[src/include/tpoc_defines.svh]
// Register indices, field positions and reset values of the pattern output unit
`ifndef TPOC_DEFINES_SVH
`define TPOC_DEFINES_SVH
`define TPOC_IDX_TRIG_SEL   16'h00a1
`define TPOC_IDX_EN_HIGH    16'h00a2
`define TPOC_IDX_EN_LOW     16'h00a3
`define TPOC_IDX_NP_HI_PRI  16'hffa4
`define TPOC_IDX_NP_LO_PRI  16'hffa5
`define TPOC_IDX_NP_HI_ALT  16'hffa6
`define TPOC_IDX_NP_LO_ALT  16'hffa7
`define TPOC_IDX_PIN_STAT   16'h00b0
`define TPOC_RST_TRIG_SEL   8'hff
`define TPOC_RST_EN         8'h00
`define TPOC_RST_NP         16'h0000
`define TPOC_RST_PINS       8'h00
`define TPOC_GRP0_SEL_LSB   0
`define TPOC_GRP1_SEL_LSB   2
`define TPOC_GRP2_SEL_LSB   4
`define TPOC_GRP3_SEL_LSB   6
`define TPOC_UNUSED_NIB     4'hf
`define TPOC_UNUSED_BYTE    8'hff
`endif

[src/include/tpoc_pkg.sv]
// Types shared by the pattern output unit
package tpoc_pkg;
    typedef logic [15:0] tpoc_idx_t;
    typedef logic [1:0]  tpoc_sel_t;
    typedef logic [7:0]  tpoc_byte_t;
endpackage : tpoc_pkg

[src/tpoc_ctrl.sv]
// Timing pattern output unit: APB registers, trigger select and pin update
// Functional notes
// - Group 2 trigger field picks timer channel 0..3 compare match.
// - Group 3 trigger field picks timer channel 0..3 compare match.
// - Upper next-data bits reach port B only where enabled; enables reset 0.
// - Lower next-data bits reach port A only where enabled; enables reset 0.
// - Groups 2,3 shared trigger: full byte at first address, alternate reads ones.
// - Groups 2,3 split: group 3 upper first byte, group 2 lower alternate.
// - Groups 0,1 shared trigger: full byte at first address, alternate reads ones.
// - Groups 0,1 split: group 1 in upper nibble of first byte, lower ones.
// - Groups 0,1 split: group 0 in lower nibble of alternate byte.
// - Enabled outputs update at compare match A of selected channel.
//
// The APB interface to the registers is this design's own decision.
`include "tpoc_defines.svh"
`timescale 1ns/10ps
`default_nettype none
module tpoc_ctrl
    import tpoc_pkg::*;
(
    input  wire logic        pclk,
    input  wire logic        presetn,
    input  wire logic        psel,
    input  wire logic        penable,
    input  wire logic        pwrite,
    input  wire logic [17:0] paddr,
    input  wire logic [31:0] pwdata,
    output logic      [31:0] prdata,
    output logic             pready,
    output logic             pslverr,
    input  wire logic [3:0]  cmp_match_a,
    output logic      [7:0]  port_a_pin,
    output logic      [7:0]  port_b_pin
);
    tpoc_byte_t  trig_sel_reg, trig_sel_next;
    tpoc_byte_t  en_hi_reg, en_hi_next;
    tpoc_byte_t  en_lo_reg, en_lo_next;
    logic [15:0] np_reg, np_next;
    tpoc_byte_t  pin_a_reg, pin_a_next;
    tpoc_byte_t  pin_b_reg, pin_b_next;
    logic [31:0] prdata_reg, prdata_next;
    logic        pready_reg, pready_next;
    logic        pslverr_reg, pslverr_next;

    tpoc_sel_t   sel0, sel1, sel2, sel3;
    logic [3:0]  grp_hit;
    logic        same01, same23;
    tpoc_idx_t   idx;
    logic        hit_map;
    logic        wr_do;
    tpoc_byte_t  wb;
    tpoc_byte_t  rd_byte;

    assign sel0 = trig_sel_reg[`TPOC_GRP0_SEL_LSB +: 2];
    assign sel1 = trig_sel_reg[`TPOC_GRP1_SEL_LSB +: 2];
    assign sel2 = trig_sel_reg[`TPOC_GRP2_SEL_LSB +: 2];
    assign sel3 = trig_sel_reg[`TPOC_GRP3_SEL_LSB +: 2];
    assign same01 = (sel0 == sel1);
    assign same23 = (sel2 == sel3);
    assign idx = paddr[17:2];
    assign wb = pwdata[7:0];
    assign wr_do = psel && penable && pready_reg && pwrite && !pslverr_reg;

    always_comb begin
        grp_hit[0] = cmp_match_a[sel0];
        grp_hit[1] = cmp_match_a[sel1];
        grp_hit[2] = cmp_match_a[sel2];
        grp_hit[3] = cmp_match_a[sel3];
    end

    // Address decode and read mux
    always_comb begin
        hit_map = (paddr[1:0] == 2'b00);
        rd_byte = 8'h00;
        case (idx)
            `TPOC_IDX_TRIG_SEL:  rd_byte = trig_sel_reg;
            `TPOC_IDX_EN_HIGH:   rd_byte = en_hi_reg;
            `TPOC_IDX_EN_LOW:    rd_byte = en_lo_reg;
            `TPOC_IDX_NP_HI_PRI: begin
                if (same23) begin
                    rd_byte = np_reg[15:8];
                end else begin
                    rd_byte = {np_reg[15:12], `TPOC_UNUSED_NIB};
                end
            end
            `TPOC_IDX_NP_HI_ALT: begin
                if (same23) begin
                    rd_byte = `TPOC_UNUSED_BYTE;
                end else begin
                    rd_byte = {`TPOC_UNUSED_NIB, np_reg[11:8]};
                end
            end
            `TPOC_IDX_NP_LO_PRI: begin
                if (same01) begin
                    rd_byte = np_reg[7:0];
                end else begin
                    rd_byte = {np_reg[7:4], `TPOC_UNUSED_NIB};
                end
            end
            `TPOC_IDX_NP_LO_ALT: begin
                if (same01) begin
                    rd_byte = `TPOC_UNUSED_BYTE;
                end else begin
                    rd_byte = {`TPOC_UNUSED_NIB, np_reg[3:0]};
                end
            end
            `TPOC_IDX_PIN_STAT:  rd_byte = pin_a_reg;
            default:             hit_map = 1'b0;
        endcase
    end

    // Bus phase: answer is prepared in the setup cycle, pready in the access cycle
    always_comb begin
        pready_next = psel && !penable;
        pslverr_next = psel && !penable && !hit_map;
        prdata_next = prdata_reg;
        if (psel && !penable) begin
            prdata_next = (hit_map && !pwrite) ? {24'h000000, rd_byte} : 32'h00000000;
        end
    end

    // Register writes; unused nibbles of the packed bytes ignore written data
    always_comb begin
        trig_sel_next = trig_sel_reg;
        en_hi_next = en_hi_reg;
        en_lo_next = en_lo_reg;
        np_next = np_reg;
        if (wr_do) begin
            case (idx)
                `TPOC_IDX_TRIG_SEL:  trig_sel_next = wb;
                `TPOC_IDX_EN_HIGH:   en_hi_next = wb;
                `TPOC_IDX_EN_LOW:    en_lo_next = wb;
                `TPOC_IDX_NP_HI_PRI: begin
                    if (same23) begin
                        np_next[15:8] = wb;
                    end else begin
                        np_next[15:12] = wb[7:4];
                    end
                end
                `TPOC_IDX_NP_HI_ALT: begin
                    if (!same23) begin
                        np_next[11:8] = wb[3:0];
                    end
                end
                `TPOC_IDX_NP_LO_PRI: begin
                    if (same01) begin
                        np_next[7:0] = wb;
                    end else begin
                        np_next[7:4] = wb[7:4];
                    end
                end
                `TPOC_IDX_NP_LO_ALT: begin
                    if (!same01) begin
                        np_next[3:0] = wb[3:0];
                    end
                end
                default: ;
            endcase
        end
    end

    // Pin update at the selected compare match, per bit under its enable
    always_comb begin
        pin_a_next = pin_a_reg;
        pin_b_next = pin_b_reg;
        for (int i = 0; i < 4; i++) begin
            if (grp_hit[0] && en_lo_reg[i]) begin
                pin_a_next[i] = np_reg[i];
            end
            if (grp_hit[1] && en_lo_reg[i+4]) begin
                pin_a_next[i+4] = np_reg[i+4];
            end
            if (grp_hit[2] && en_hi_reg[i]) begin
                pin_b_next[i] = np_reg[i+8];
            end
            if (grp_hit[3] && en_hi_reg[i+4]) begin
                pin_b_next[i+4] = np_reg[i+12];
            end
        end
    end

    always_ff @(posedge pclk or negedge presetn) begin
        if (!presetn) begin
            trig_sel_reg <= `TPOC_RST_TRIG_SEL;
            en_hi_reg <= `TPOC_RST_EN;
            en_lo_reg <= `TPOC_RST_EN;
            np_reg <= `TPOC_RST_NP;
            pin_a_reg <= `TPOC_RST_PINS;
            pin_b_reg <= `TPOC_RST_PINS;
            prdata_reg <= 32'h00000000;
            pready_reg <= 1'b0;
            pslverr_reg <= 1'b0;
        end else begin
            trig_sel_reg <= trig_sel_next;
            en_hi_reg <= en_hi_next;
            en_lo_reg <= en_lo_next;
            np_reg <= np_next;
            pin_a_reg <= pin_a_next;
            pin_b_reg <= pin_b_next;
            prdata_reg <= prdata_next;
            pready_reg <= pready_next;
            pslverr_reg <= pslverr_next;
        end
    end

    assign prdata = prdata_reg;
    assign pready = pready_reg;
    assign pslverr = pslverr_reg;
    assign port_a_pin = pin_a_reg;
    assign port_b_pin = pin_b_reg;

    logic rd_setup;
    assign rd_setup = psel && !penable && !pwrite;
endmodule : tpoc_ctrl
`default_nettype wire

[config.mk]
export PLATFORM = sky130hd
export DESIGN_NAME = tpoc_ctrl
export DESIGN_NICKNAME = d
export VERILOG_FILES = /design/src/include/tpoc_pkg.sv /design/src/tpoc_ctrl.sv
export VERILOG_INCLUDE_DIRS = /design/src /design/src/include
export SDC_FILE = /design/constraint.sdc
export NUM_CORES = 1
export LEC_CHECK = 0
export BUFFER_PORTS_ARGS = -buffer_cell sky130_fd_sc_hd__buf_4
export CAP_MARGIN = 20
export CORE_MARGIN = 4
export CORE_UTILIZATION = 56
export DETAILED_ROUTE_END_ITERATION = 16
export GPL_TIMING_DRIVEN = 0
export PLACE_DENSITY_LB_ADDON = 0.25
export SYNTH_ARGS = -nofsm -noshare
export SYNTH_HDL_FRONTEND = slang
export SYNTH_SLANG_ARGS = --single-unit
[constraint.sdc]
create_clock -name pclk -period 4.7 [get_ports pclk]
set_clock_uncertainty 0.15 [all_clocks]
set_input_delay 0.47 -clock pclk [delete_from_list [all_inputs] [get_ports pclk]]
set_output_delay 0.47 -clock pclk [all_outputs]
set_load 0.005 [all_outputs]
* Word level (Yosys, flattened, before mapping)
Cells that the tools add are included.
** Storage, ports and cells
- Flip-flop bits (word level) :: 90
- Output and inout bits :: 50
- Memory bits (writable) :: 0
- Word-level logic and storage cells :: 103
- ROM bits :: 0
- Memories kept :: 0
- Latch bits :: 0
** Operators by class
- Reductions and logical operators :: 38
- Magnitude comparators :: 4
- Multiply operators :: 0
- Divide/modulo/power cells :: 0
- Shift-type cells :: 0
- $add $sub $neg :: 0
- Bitwise gates (word level) :: 0
- Equality and inequality tests :: 14
- Mux-type cells :: 21
** Operator list (count)
- == test 16 bit (second input constant) :: 4
- == test 16 x 8 -> 1 bit (second input constant) :: 4
- case mux 8 bit (8 select lines) :: 1
- 2-to-1 mux 4 bit :: 8
- logical AND 1 bit :: 23
- case mux 4 bit (2 select lines) :: 2
- < comparator 2 x 3 -> 1 bit (second input constant) :: 4
- AND reduction 2 bit :: 5
- binary-select mux 1 bit (select 2 bit) :: 4
- 2-to-1 mux 8 bit :: 1
- inequality test 2 bit (second input constant) :: 4
- AND reduction 4 bit :: 2
- OR reduction 8 bit :: 1
- 2-to-1 mux 1 bit :: 5
- == test 2 bit :: 2
- zero test 1 bit :: 4
- nonzero test 2 bit :: 2
- zero test 2 bit :: 1

* Longest topological paths before layout
Gate-level depths: netlist of run 1.
- Depth in word-level cells :: 5
- Depth in mapped cells :: 7
- Gate-level depth less buffers :: 5

* Worst setup path before layout of run 1
OpenSTA, ideal clock, no wires.
- Kind :: input -> register
- From :: input port paddr[14]
- To :: register prdata_reg[0], in the netlist prdata[0]
- Data required time :: 4.473 ns
- Path slack :: 2.482 ns
- Arrival time :: 1.992 ns
- Stages on the path :: 6
- Cells stage by stage :: nor4_2 > nand3_1 > o221a_1 > or4_1 > buf_2 > o21ai_1
** Between the ends
- Cells in the longest elaborated chain, start to end :: 5
** Ends and longest elaborated chain
- start, declared :: line tpoc_ctrl.sv:26 : input wire logic [17:0] paddr,
- == test 16 bit or == test 16 x 8 -> 1 bit (tied branches) :: line tpoc_ctrl.sv:75 : case (idx)
- OR reduction 8 bit (no line)
- 2-to-1 mux 1 bit :: line tpoc_ctrl.sv:75
- logical AND 1 bit :: line tpoc_ctrl.sv:118 : prdata_next = (hit_map && !pwrite) ? {24'h000000, rd_byte} : 32'h00000000;
- 2-to-1 mux 8 bit * :: line tpoc_ctrl.sv:118
- end signal, assigned :: line tpoc_ctrl.sv:200 : prdata_reg <= prdata_next;
- end, declared :: line tpoc_ctrl.sv:41 : logic [31:0] prdata_reg, prdata_next;
Mark *: on every way between the ends. The rest lies on a longest branch, timed or not.
A chain may end at the register's enable or synchronous reset.

* Worst setup path after layout of run 1
- From :: register trig_sel_reg[6]
- To :: register np_reg[8]
** Between the ends
- Cells in the longest elaborated chain, start to end :: 3
** Ends and longest elaborated chain
- start, declared :: line tpoc_ctrl.sv:35 : tpoc_byte_t trig_sel_reg, trig_sel_next;
- start signal, assigned :: line tpoc_ctrl.sv:184 : trig_sel_reg <= `TPOC_RST_TRIG_SEL;
- start signal, assigned :: line tpoc_ctrl.sv:194 : trig_sel_reg <= trig_sel_next;
- == test 2 bit * :: line tpoc_ctrl.sv:59 : assign same23 = (sel2 == sel3);
- inequality test 2 bit (no line)
- AND reduction 4 bit (no line) *
- end signal, assigned :: line tpoc_ctrl.sv:187 : np_reg <= `TPOC_RST_NP;
- end signal, assigned :: line tpoc_ctrl.sv:197 : np_reg <= np_next;
- end, declared :: line tpoc_ctrl.sv:38 : logic [15:0] np_reg, np_next;
Marks and branches as above.

==> results.md, run 1 <==
- Antenna Violating Nets Remaining: 0
- RR Startpoint: trig_sel_reg[6]
- Simple-Gate Fraction of Synth Area: 12.85%
- Max Cap Violations: 0
- PwrDens: 264.1 nW/um^2
- CTS tree: built
- Initial antenna violation count: 0
- Status: finished clean
- Adder-cell share of the synthesized area: 0%
- Clock Sinks: 66
- Layout area overhead: 23.40%
- CP Data Required Time: 4.78 ns
- Final std cells w/o fill: 489
- Critical Path Start: trig_sel_reg[6]
- Pre-CTS WS: 1.855 ns
- Crit-path slowest cell: a211oi_1
- DR iter-0 viols: 249
- H-tree depth: 3
- Hold_buf cts: 0
- Hold Path Class: input port to asynchronous set/reset pin
- CTS root buffer: clkbuf_8
- DRC viols: 0
- Pin count of the biggest net entering global routing: 67
- Compound-Gate Fraction of Synth Area: 10.90%
- Critical Path, Cell by Cell: xor2_1 -> or3_1 -> a211oi_1 -> mux2_2
- Post-synth top cells: 58 x dfrtp_1, 53 x mux2_2, 24 x buf_4
- WL/cell: 18.75 um
- CP arrival: 2.70 ns
- Total number of vias: 2909
- Met1 Usage GRT: 34.86%
- Via density: 5.949
- Seq cells post-synth: 66
- GRT busiest layer: met2
- Die Span Y: 87.98 um
- EDFF count, synth: 0
- Initial core utilization: 59.10%
- Diode count: 0
- Share of post-route cells with drive strength above 1: 42.51%
- Most common cell in the netlist: dfrtp_1
- Cell row count: 28
- Sequential-to-total area share from yosys stat: 46.38%
- Syn Std Cell Area: 3582 um^2
- Mean Syn Cell Area: 11.37 um^2
- Register area: 1662 um^2
- Crit path to: np_reg[8]
- Buffer count from post-CTS setup fixing: 0
- Max FFs per register: 16
- First-pass GRT wire length: 14340 um
- Routing usage on met2: 37.95%
- Clock Tree Buf Depth: 2
- XOR/XNOR share of the synthesized area: 1.711%
- Dpl cells: 473
- Reg2reg end: np_reg[8]
- Crit path launch type: flip-flop
- Pleak: 2.125 nW
- Fmax: 0.3816 GHz
- Clock latency on the worst-skew pair: 0.34 ns
- Final Cycle Share: 55.76%
- Total GRT Usage: 24.77%
- DP Wirelength: 6746 um
- Largest family of logic cells by synthesized area: multiplexers
- Worst VDD drop: 237.9 uV
- Final Total Pwr: 1.167 mW
- Fin util: 72.94%
- Routing usage on met3: 6.397%
- Max FO, Critical Path: 5
- Worst slew pin tran: 0.9014 ns
- Ys async rst share: 100.0%
- Gate Count Post-Synth: 315
- Vias in the first global route: 2737
- Setup TNS: 0 ns
- Fin worst setup slack: 2.079 ns
- R2R depth: 4
- PortBufs: 60
- Yosys top cell by area: dfrtp_1
- Final Hold Vio Count: 0
- Ys flop type: dfrtp_1
- Clock-pin slew on the worst setup and hold paths: 0.07 ns
- Worst path max stage delay: 0.81 ns
- Cell variety after synth: 49
- Final wirelength: 9171 um
- Area of the multi-input gates: 1759 um^2
- Gr ovfl total: 0
- Reg2reg setup slack: 2.08 ns
- Die width: 87.98 um
- Headroom to the max-slew limit: 39.54%
- Endpoints failing setup: 0
- Post-synthesis mux area share: 21.13%
- Core Box Area: 6061 um^2
- CTS Buf Count: 9
- Cell family with most CP delay: compound AO/OA/AOI/OAI gates
- Crit Path Class: flip-flop to flip-flop
- Synth area leaders: dfrtp_1 41%, mux2_2 17%, dfstp_2 5.9%
- Worst Setup End Kind: flip-flop
- Final GP Congestion: 0.9387
- Ys Warns: 0
- Slew Limit Fails: 0
- Final min period: 2.621 ns
- Resized cells post-CTS: 0
- Final nets: 468
- Die area: 7740 um^2
- Drt first pass iters: 5
- Instance count on the critical path: 4
- Ports: 109
- RSZ-0062 raised after global routing: false
- CP bufs+invs: 0
- Filler cells: 433
- Share of the synthesized area in the top cell type: 40.52%
## cell families (layout without fill, tap and decap cells)
group	after synthesis	after routing
flops	66	66
mux	64	64
other cells	1	24
buf+inv	41	117
compound gates	56	56
simple gates	80	80
xor+xnor	7	7
## final cells by class
type / instances / share of cell area (%)
clock inverters: 2 / 0.7925
inverters: 5 / 0.4246
plain buffers: 36 / 5.180
repair buffers: 60 / 10.19
multi-input cells: 231 / 39.80
clock buffers: 14 / 3.906
flip-flops and latches: 66 / 37.59
well taps: 75 / 2.123
## placed cells by master, fill, tap and decap left out, types with 7 or more instances in the layout
master    instances
a21oi_1           8
clkbuf_1          9
a211oi_1          7
buf_4            84
nand2_1          23
clkbuf_8         12
o32ai_1           7
dfstp_2           8
conb_1           24
dfrtp_1          58
mux2_2           53
mux2i_1           7
o21ai_1           8
## worst min path at each step
| stage | to |
|---|---|
| after detailed placement | prdata[7] |
| after CTS | port_b_pin[5] |
| after global placement | prdata[3] |
| final | port_b_pin[5] |
| after floorplan | en_hi_reg[0] |
| after global routing | port_b_pin[5] |
## power breakdown
group	switching (mW)	leakage (nW)	internal (mW)
clock network	0.208	0.107	0.288
logic	0.0555	1.15	0.0459
registers	0.000473	0.870	0.569
total	0.264	2.13	0.903
## per-layer routing
| metal | routed length [um] | vias to the layer above |
|---|---|---|
| met2 | 4113 | 152 |
| met5 | 0 | - |
| met3 | 945 | 16 |
| met1 | 3954 | 1415 |
| li1 | - | 1326 |
| met4 | 157 | 0 |
## worst register-to-register path: cells and delay by family (launching register included)
family	cells	cell delay, ns
AO/OA/AOI/OAI	1	0.81
flip-flops	1	0.59
multiplexers	1	0.42
AND/OR/NAND/NOR	1	0.45
XOR/XNOR	1	0.09
## metrics by stage
stage,instance area [um^2],hold slack (ns)
floorplan,3669,0.02441
global route,4420,0.1266
global placement,4213,0.3196
finish,4420,0.05671
detailed placement,4213,0.3278
CTS,4420,0.1050
Note: power is estimated with default switching activity, not from simulation.
==> run 2: changes to the inputs <==
CORE_UTILIZATION = 52   (was 56)
clock period = 2.67 ns   (was 4.7 ns; I/O delays follow)
==> run 2 against run 1 <==
Against the previous run: critical path type unchanged; highest routed layer unchanged; wire length is 1.6% lower; sequential power is 75% higher; first-iteration DRC count is 2.8% higher; clock power is 110% higher.
==> results.md, run 2 (synthesized netlist as in run 1, its figures left out) <==
- Commonest cells after routing, fill and taps aside: 84 x buf_4, 58 x dfrtp_1, 53 x mux2_2
- Die area: 8281 um^2
- Layout area overhead: 25.11%
- Total number of vias: 2911
- Final Hold Vio Count: 0
- Clock Tree Buf Depth: 2
- Diode count: 0
- Headroom to the max-slew limit: 38.33%
- Slew Limit Fails: 0
- Final hold slack: 0.04193 ns
- Max FFs per register: 16
- CP Data Required Time: 2.75 ns
- WL/cell: 18.35 um
- PortBufs: 60
- Initial antenna violation count: 0
- Status: finished clean
- Fmax: 0.4078 GHz
- Pleak: 2.153 nW
- Worst VDD drop: 340.6 uV
- Routing usage on met2: 33.54%
- Final wirelength: 9027 um
- Filler cells: 516
- H-tree depth: 3
- Buffer count from post-CTS setup fixing: 0
- Crit Path Class: flip-flop to flip-flop
- Crit path launch type: flip-flop
- Share of post-route cells with drive strength above 1: 43.13%
- Worst Setup End Kind: flip-flop
- Final min period: 2.452 ns
- Final Cycle Share: 91.83%
- DR iter-0 viols: 256
- Clock Sinks: 66
- Initial core utilization: 54.85%
- CP arrival: 2.53 ns
- DRC viols: 0
- Vias in the first global route: 2802
- Worst slew pin tran: 0.9179 ns
- Antenna Violating Nets Remaining: 0
- Final std cells w/o fill: 492
- Total GRT Usage: 22.35%
- Max FO, Critical Path: 5
- CTS root buffer: clkbuf_8
- Clock latency on the worst-skew pair: 0.34 ns
- Max Cap Violations: 0
- Area of the multi-input gates: 1764 um^2
- Ports: 109
- Final Total Pwr: 2.219 mW
- Gr ovfl total: 0
- Final nets: 469
- Die Span Y: 91 um
- Die width: 91 um
- PwrDens: 495.1 nW/um^2
- Final non-filler cell area: 4482 um^2
- CTS tree: built
- Final GP Congestion: 0.9346
- Core Box Area: 6531 um^2
- CTS Buf Count: 9
- Via density: 5.917
- Cell row count: 29
- Routing usage on met3: 5.620%
- Dpl cells: 475
- Endpoints failing setup: 0
- Placed cell areas: 4215 um^2
- Met1 Usage GRT: 31.74%
- Drt first pass iters: 6
- DP Wirelength: 6499 um
- Most common cell after layout, fill and taps aside: buf_4
- Register area: 1662 um^2
- GRT busiest layer: met2
- Pin count of the biggest net entering global routing: 67
- Hold Path Class: input port to flip-flop
- RSZ-0062 raised after global routing: false
- First-pass GRT wire length: 14700 um
- Clock-pin slew on the worst setup and hold paths: 0.07 ns
[run 2: cell count changes in the layout (fill, tap and decap cells not counted)]
cell           previous run  this run
clkbuf_1                  9         7
clkbuf_8                 12        11
dlygate4sd3_1             0         1
a211oi_1                  7         6
bufinv_16                 1         3
clkinv_2                  1         2
a211oi_2                  0         1
[run 2: path summary, 6_finish.rpt]
path / startpoint / to / depth (start not counted) / slack [ns]
max in group asynchronous: presetn / np_reg[3] / 2 / 1.41
max reg2reg: trig_sel_reg[2] / np_reg[2] / 6 / 0.22
min in group asynchronous: presetn / en_hi_reg[6] / 2 / 0.40
min: pwdata[6] / np_reg[14] / 2 / 0.04
max: trig_sel_reg[2] / np_reg[2] / 6 / 0.22
min reg2reg: prdata[2] / prdata[2] / 2 / 0.34
[run 2: layout make-up]
class,instances,area share (%)
repair buffers,61,10.27
plain buffers,36,5.109
flip-flops and latches,66,37.07
clock inverters,5,2.233
multi-input cells,231,39.36
clock buffers,11,3.378
inverters,5,0.4188
well taps,77,2.150
[run 2: what timing repair did]
| action | 4_1_cts | 5_1_grt |
|---|---|---|
| hold endpoints to repair | 58 | 0 |
| endpoints found under the setup margin | 4 | 0 |
| resized for setup | 1 | 0 |
| hold buffers | 1 | 0 |
[run 2: power by group]
| part | switching [mW] | internal (mW) |
|---|---|---|
| logic | 0.0961 | 0.0818 |
| registers | 0.000933 | 1.00 |
| clock network | 0.370 | 0.668 |
| total | 0.468 | 1.75 |
[run 2: routing by layer]
| metal | vias up | wire, um |
|---|---|---|
| met5 | - | 0 |
| met4 | 0 | 166 |
| met3 | 18 | 931 |
| met2 | 163 | 3871 |
| met1 | 1412 | 4057 |
| li1 | 1318 | - |
[run 2: critical path, stage by stage (launching register included)]
cell and delay [ns]:
dfstp_2 0.51, clkbuf_1 0.24, xor2_1 0.39, nor2_1 0.10
xnor2_1 0.13, or3b_1 0.51, mux2_2 0.32
[run 2: per-stage QoR]
step,TNS [ns],utilization (%),setup WS [ns]
2_1_floorplan,0,-,0.4688
3_3_place_gp,-0.07529,64.54,-0.01921
3_5_place_dp,-0.08543,64.54,-0.02492
4_1_cts,0,68.62,0.2274
5_1_grt,0,68.62,0.08971
6_report,0,68.62,0.2180
==> run 3: changes to the inputs <==
CELL_PAD_IN_SITES_DETAIL_PLACEMENT = 1   (was unset)
CELL_PAD_IN_SITES_GLOBAL_PLACEMENT = 1   (was unset)
CORE_UTILIZATION = 40   (was 52)
GPL_TIMING_DRIVEN = unset   (was 0)
==> run 3 against run 2 <==
Against the previous run: power shrank 8.9%; highest routed layer unchanged; critical path type unchanged; combinational power shrank 15%; sequential cell count is the same; register-to-register slack gained 0.27 ns; first-iteration DRC count shrank 67%.
==> results.md, run 3 (synthesized netlist as in run 1, its figures left out) <==
- PortBufs: 60
- Crit Path Class: flip-flop to flip-flop
- Fin worst setup slack: 0.4881 ns
- Drt first pass iters: 6
- Cell family with most CP delay: flip-flops
- Critical Path, Cell by Cell: xor2_1 -> or3_1 -> a211oi_1 -> buf_4 -> mux2_2
- Clock Sinks: 66
- CP Data Required Time: 2.75 ns
- Antenna Violating Nets Remaining: 0
- Worst Setup End Kind: flip-flop
- DR iter-0 viols: 85
- First-pass GRT wire length: 15440 um
- Clock latency on the worst-skew pair: 0.35 ns
- Slew Limit Fails: 0
- Commonest cells after routing, fill and taps aside: 74 x buf_4, 58 x dfrtp_1, 53 x mux2_2
- Total number of vias: 2789
- Endpoints failing setup: 0
- Worst path max stage delay: 0.58 ns
- Gr ovfl total: 0
- Share of post-route cells with drive strength above 1: 41.98%
- Clock-pin slew on the worst setup and hold paths: 0.08 ns
- Reg2reg setup slack: 0.49 ns
- Headroom to the max-slew limit: 41.88%
- Filler cells: 977
- CTS tree: built
- Final min period: 2.182 ns
- Vias in the first global route: 2818
- Final nets: 447
- Max FO, Critical Path: 5
- DRC viols: 0
- PwrDens: 465.3 nW/um^2
- Die area: 10530 um^2
- Worst VDD drop: 205.3 uV
- Initial core utilization: 41.08%
- Crit-path slowest cell: dfstp_2
- Final wirelength: 9851 um
- Status: finished clean
- Dpl cells: 484
- CP arrival: 2.26 ns
- WL/cell: 19.66 um
- Ports: 109
- Core Box Area: 8721 um^2
- Fin util: 49.81%
- Diode count: 0
- CP bufs+invs: 1
- Cell row count: 34
- Most common cell after layout, fill and taps aside: buf_4
- Worst slew pin tran: 0.8719 ns
- Layout area overhead: 21.27%
- RSZ-0062 raised after global routing: false
- Setup TNS: 0 ns
- Max FFs per register: 16
- Hold Path Class: input port to flip-flop
- Final GP Congestion: 0.9096
- Clock Tree Buf Depth: 2
- Final std cells w/o fill: 501
- H-tree depth: 3
- CTS Buf Count: 9
- Max Cap Violations: 0
- Die Span Y: 102.6 um
- Pre-CTS WS: 0.1790 ns
- Via density: 5.567
- Buffer count from post-CTS setup fixing: 0
- Die width: 102.6 um
- CTS root buffer: clkbuf_8
- Final Total Pwr: 2.021 mW
- Pin count of the biggest net entering global routing: 67
- Crit path launch type: flip-flop
- Initial antenna violation count: 0
- Final Cycle Share: 81.72%
- Total GRT Usage: 19.45%
- Pleak: 2.045 nW
- Final Hold Vio Count: 0
- Fmax: 0.4583 GHz
- DP Wirelength: 7192 um
-- run 3: path summary, 6_finish.rpt --
kind,startpoint,to,cells past startpoint
max in group asynchronous,presetn,prdata[7],2
hold reg to reg,prdata[1],prdata[1],2
setup / recovery,trig_sel_reg[6],np_reg[10],5
hold / removal,pwdata[7],en_lo_reg[7],2
setup reg to reg,trig_sel_reg[6],np_reg[10],5
min in group asynchronous,presetn,pslverr,2
-- run 3: final cells by class --
| type | instances | area [um^2] | share of cell area [%] |
|---|---|---|---|
| multi-input cells | 231 | 1759 | 40.50 |
| flip-flops and latches | 66 | 1662 | 38.25 |
| repair buffers | 75 | 565.5 | 13.02 |
| clock buffers | 11 | 151.4 | 3.485 |
| well taps | 108 | 135.1 | 3.111 |
| clock inverters | 5 | 52.55 | 1.210 |
| inverters | 5 | 18.77 | 0.4320 |
-- run 3: repair_timing --
action / CTS / global route
endpoints found under the hold margin: 58 / 0
hold buffers: 1 / 0
resized for setup: 0 / 0
-- run 3: per-stage QoR --
| stage | instance area, um^2 | hold slack (ns) |
|---|---|---|
| 3_3_place_gp | 4130 | 0.2726 |
| 5_1_grt | 4344 | 0.03500 |
| 2_1_floorplan | 3669 | -0.1786 |
| 6_report | 4344 | 0.03429 |
| 3_5_place_dp | 4130 | 0.2820 |
| 4_1_cts | 4344 | 0.02864 |
-- run 3: per-layer routing --
layer / vias up / wire length [um] / share of wire, % / GRT usage, %
met4: 0 / 119 / 1.2 / 4.844
met1: 1412 / 4528 / 46 / 27.19
met5: - / 0 / 0 / 0
met3: 12 / 620 / 6.3 / 3.857
li1: 1275 / - / - / -
met2: 90 / 4583 / 47 / 31.13
-- run 3: report_power, final --
part | total (mW) | leakage (nW) | internal, mW | switching [mW]
registers | 1.00 | 0.870 | 1.00 | 0.000831
logic | 0.151 | 1.07 | 0.0585 | 0.0923
clock network | 0.868 | 0.105 | 0.477 | 0.391
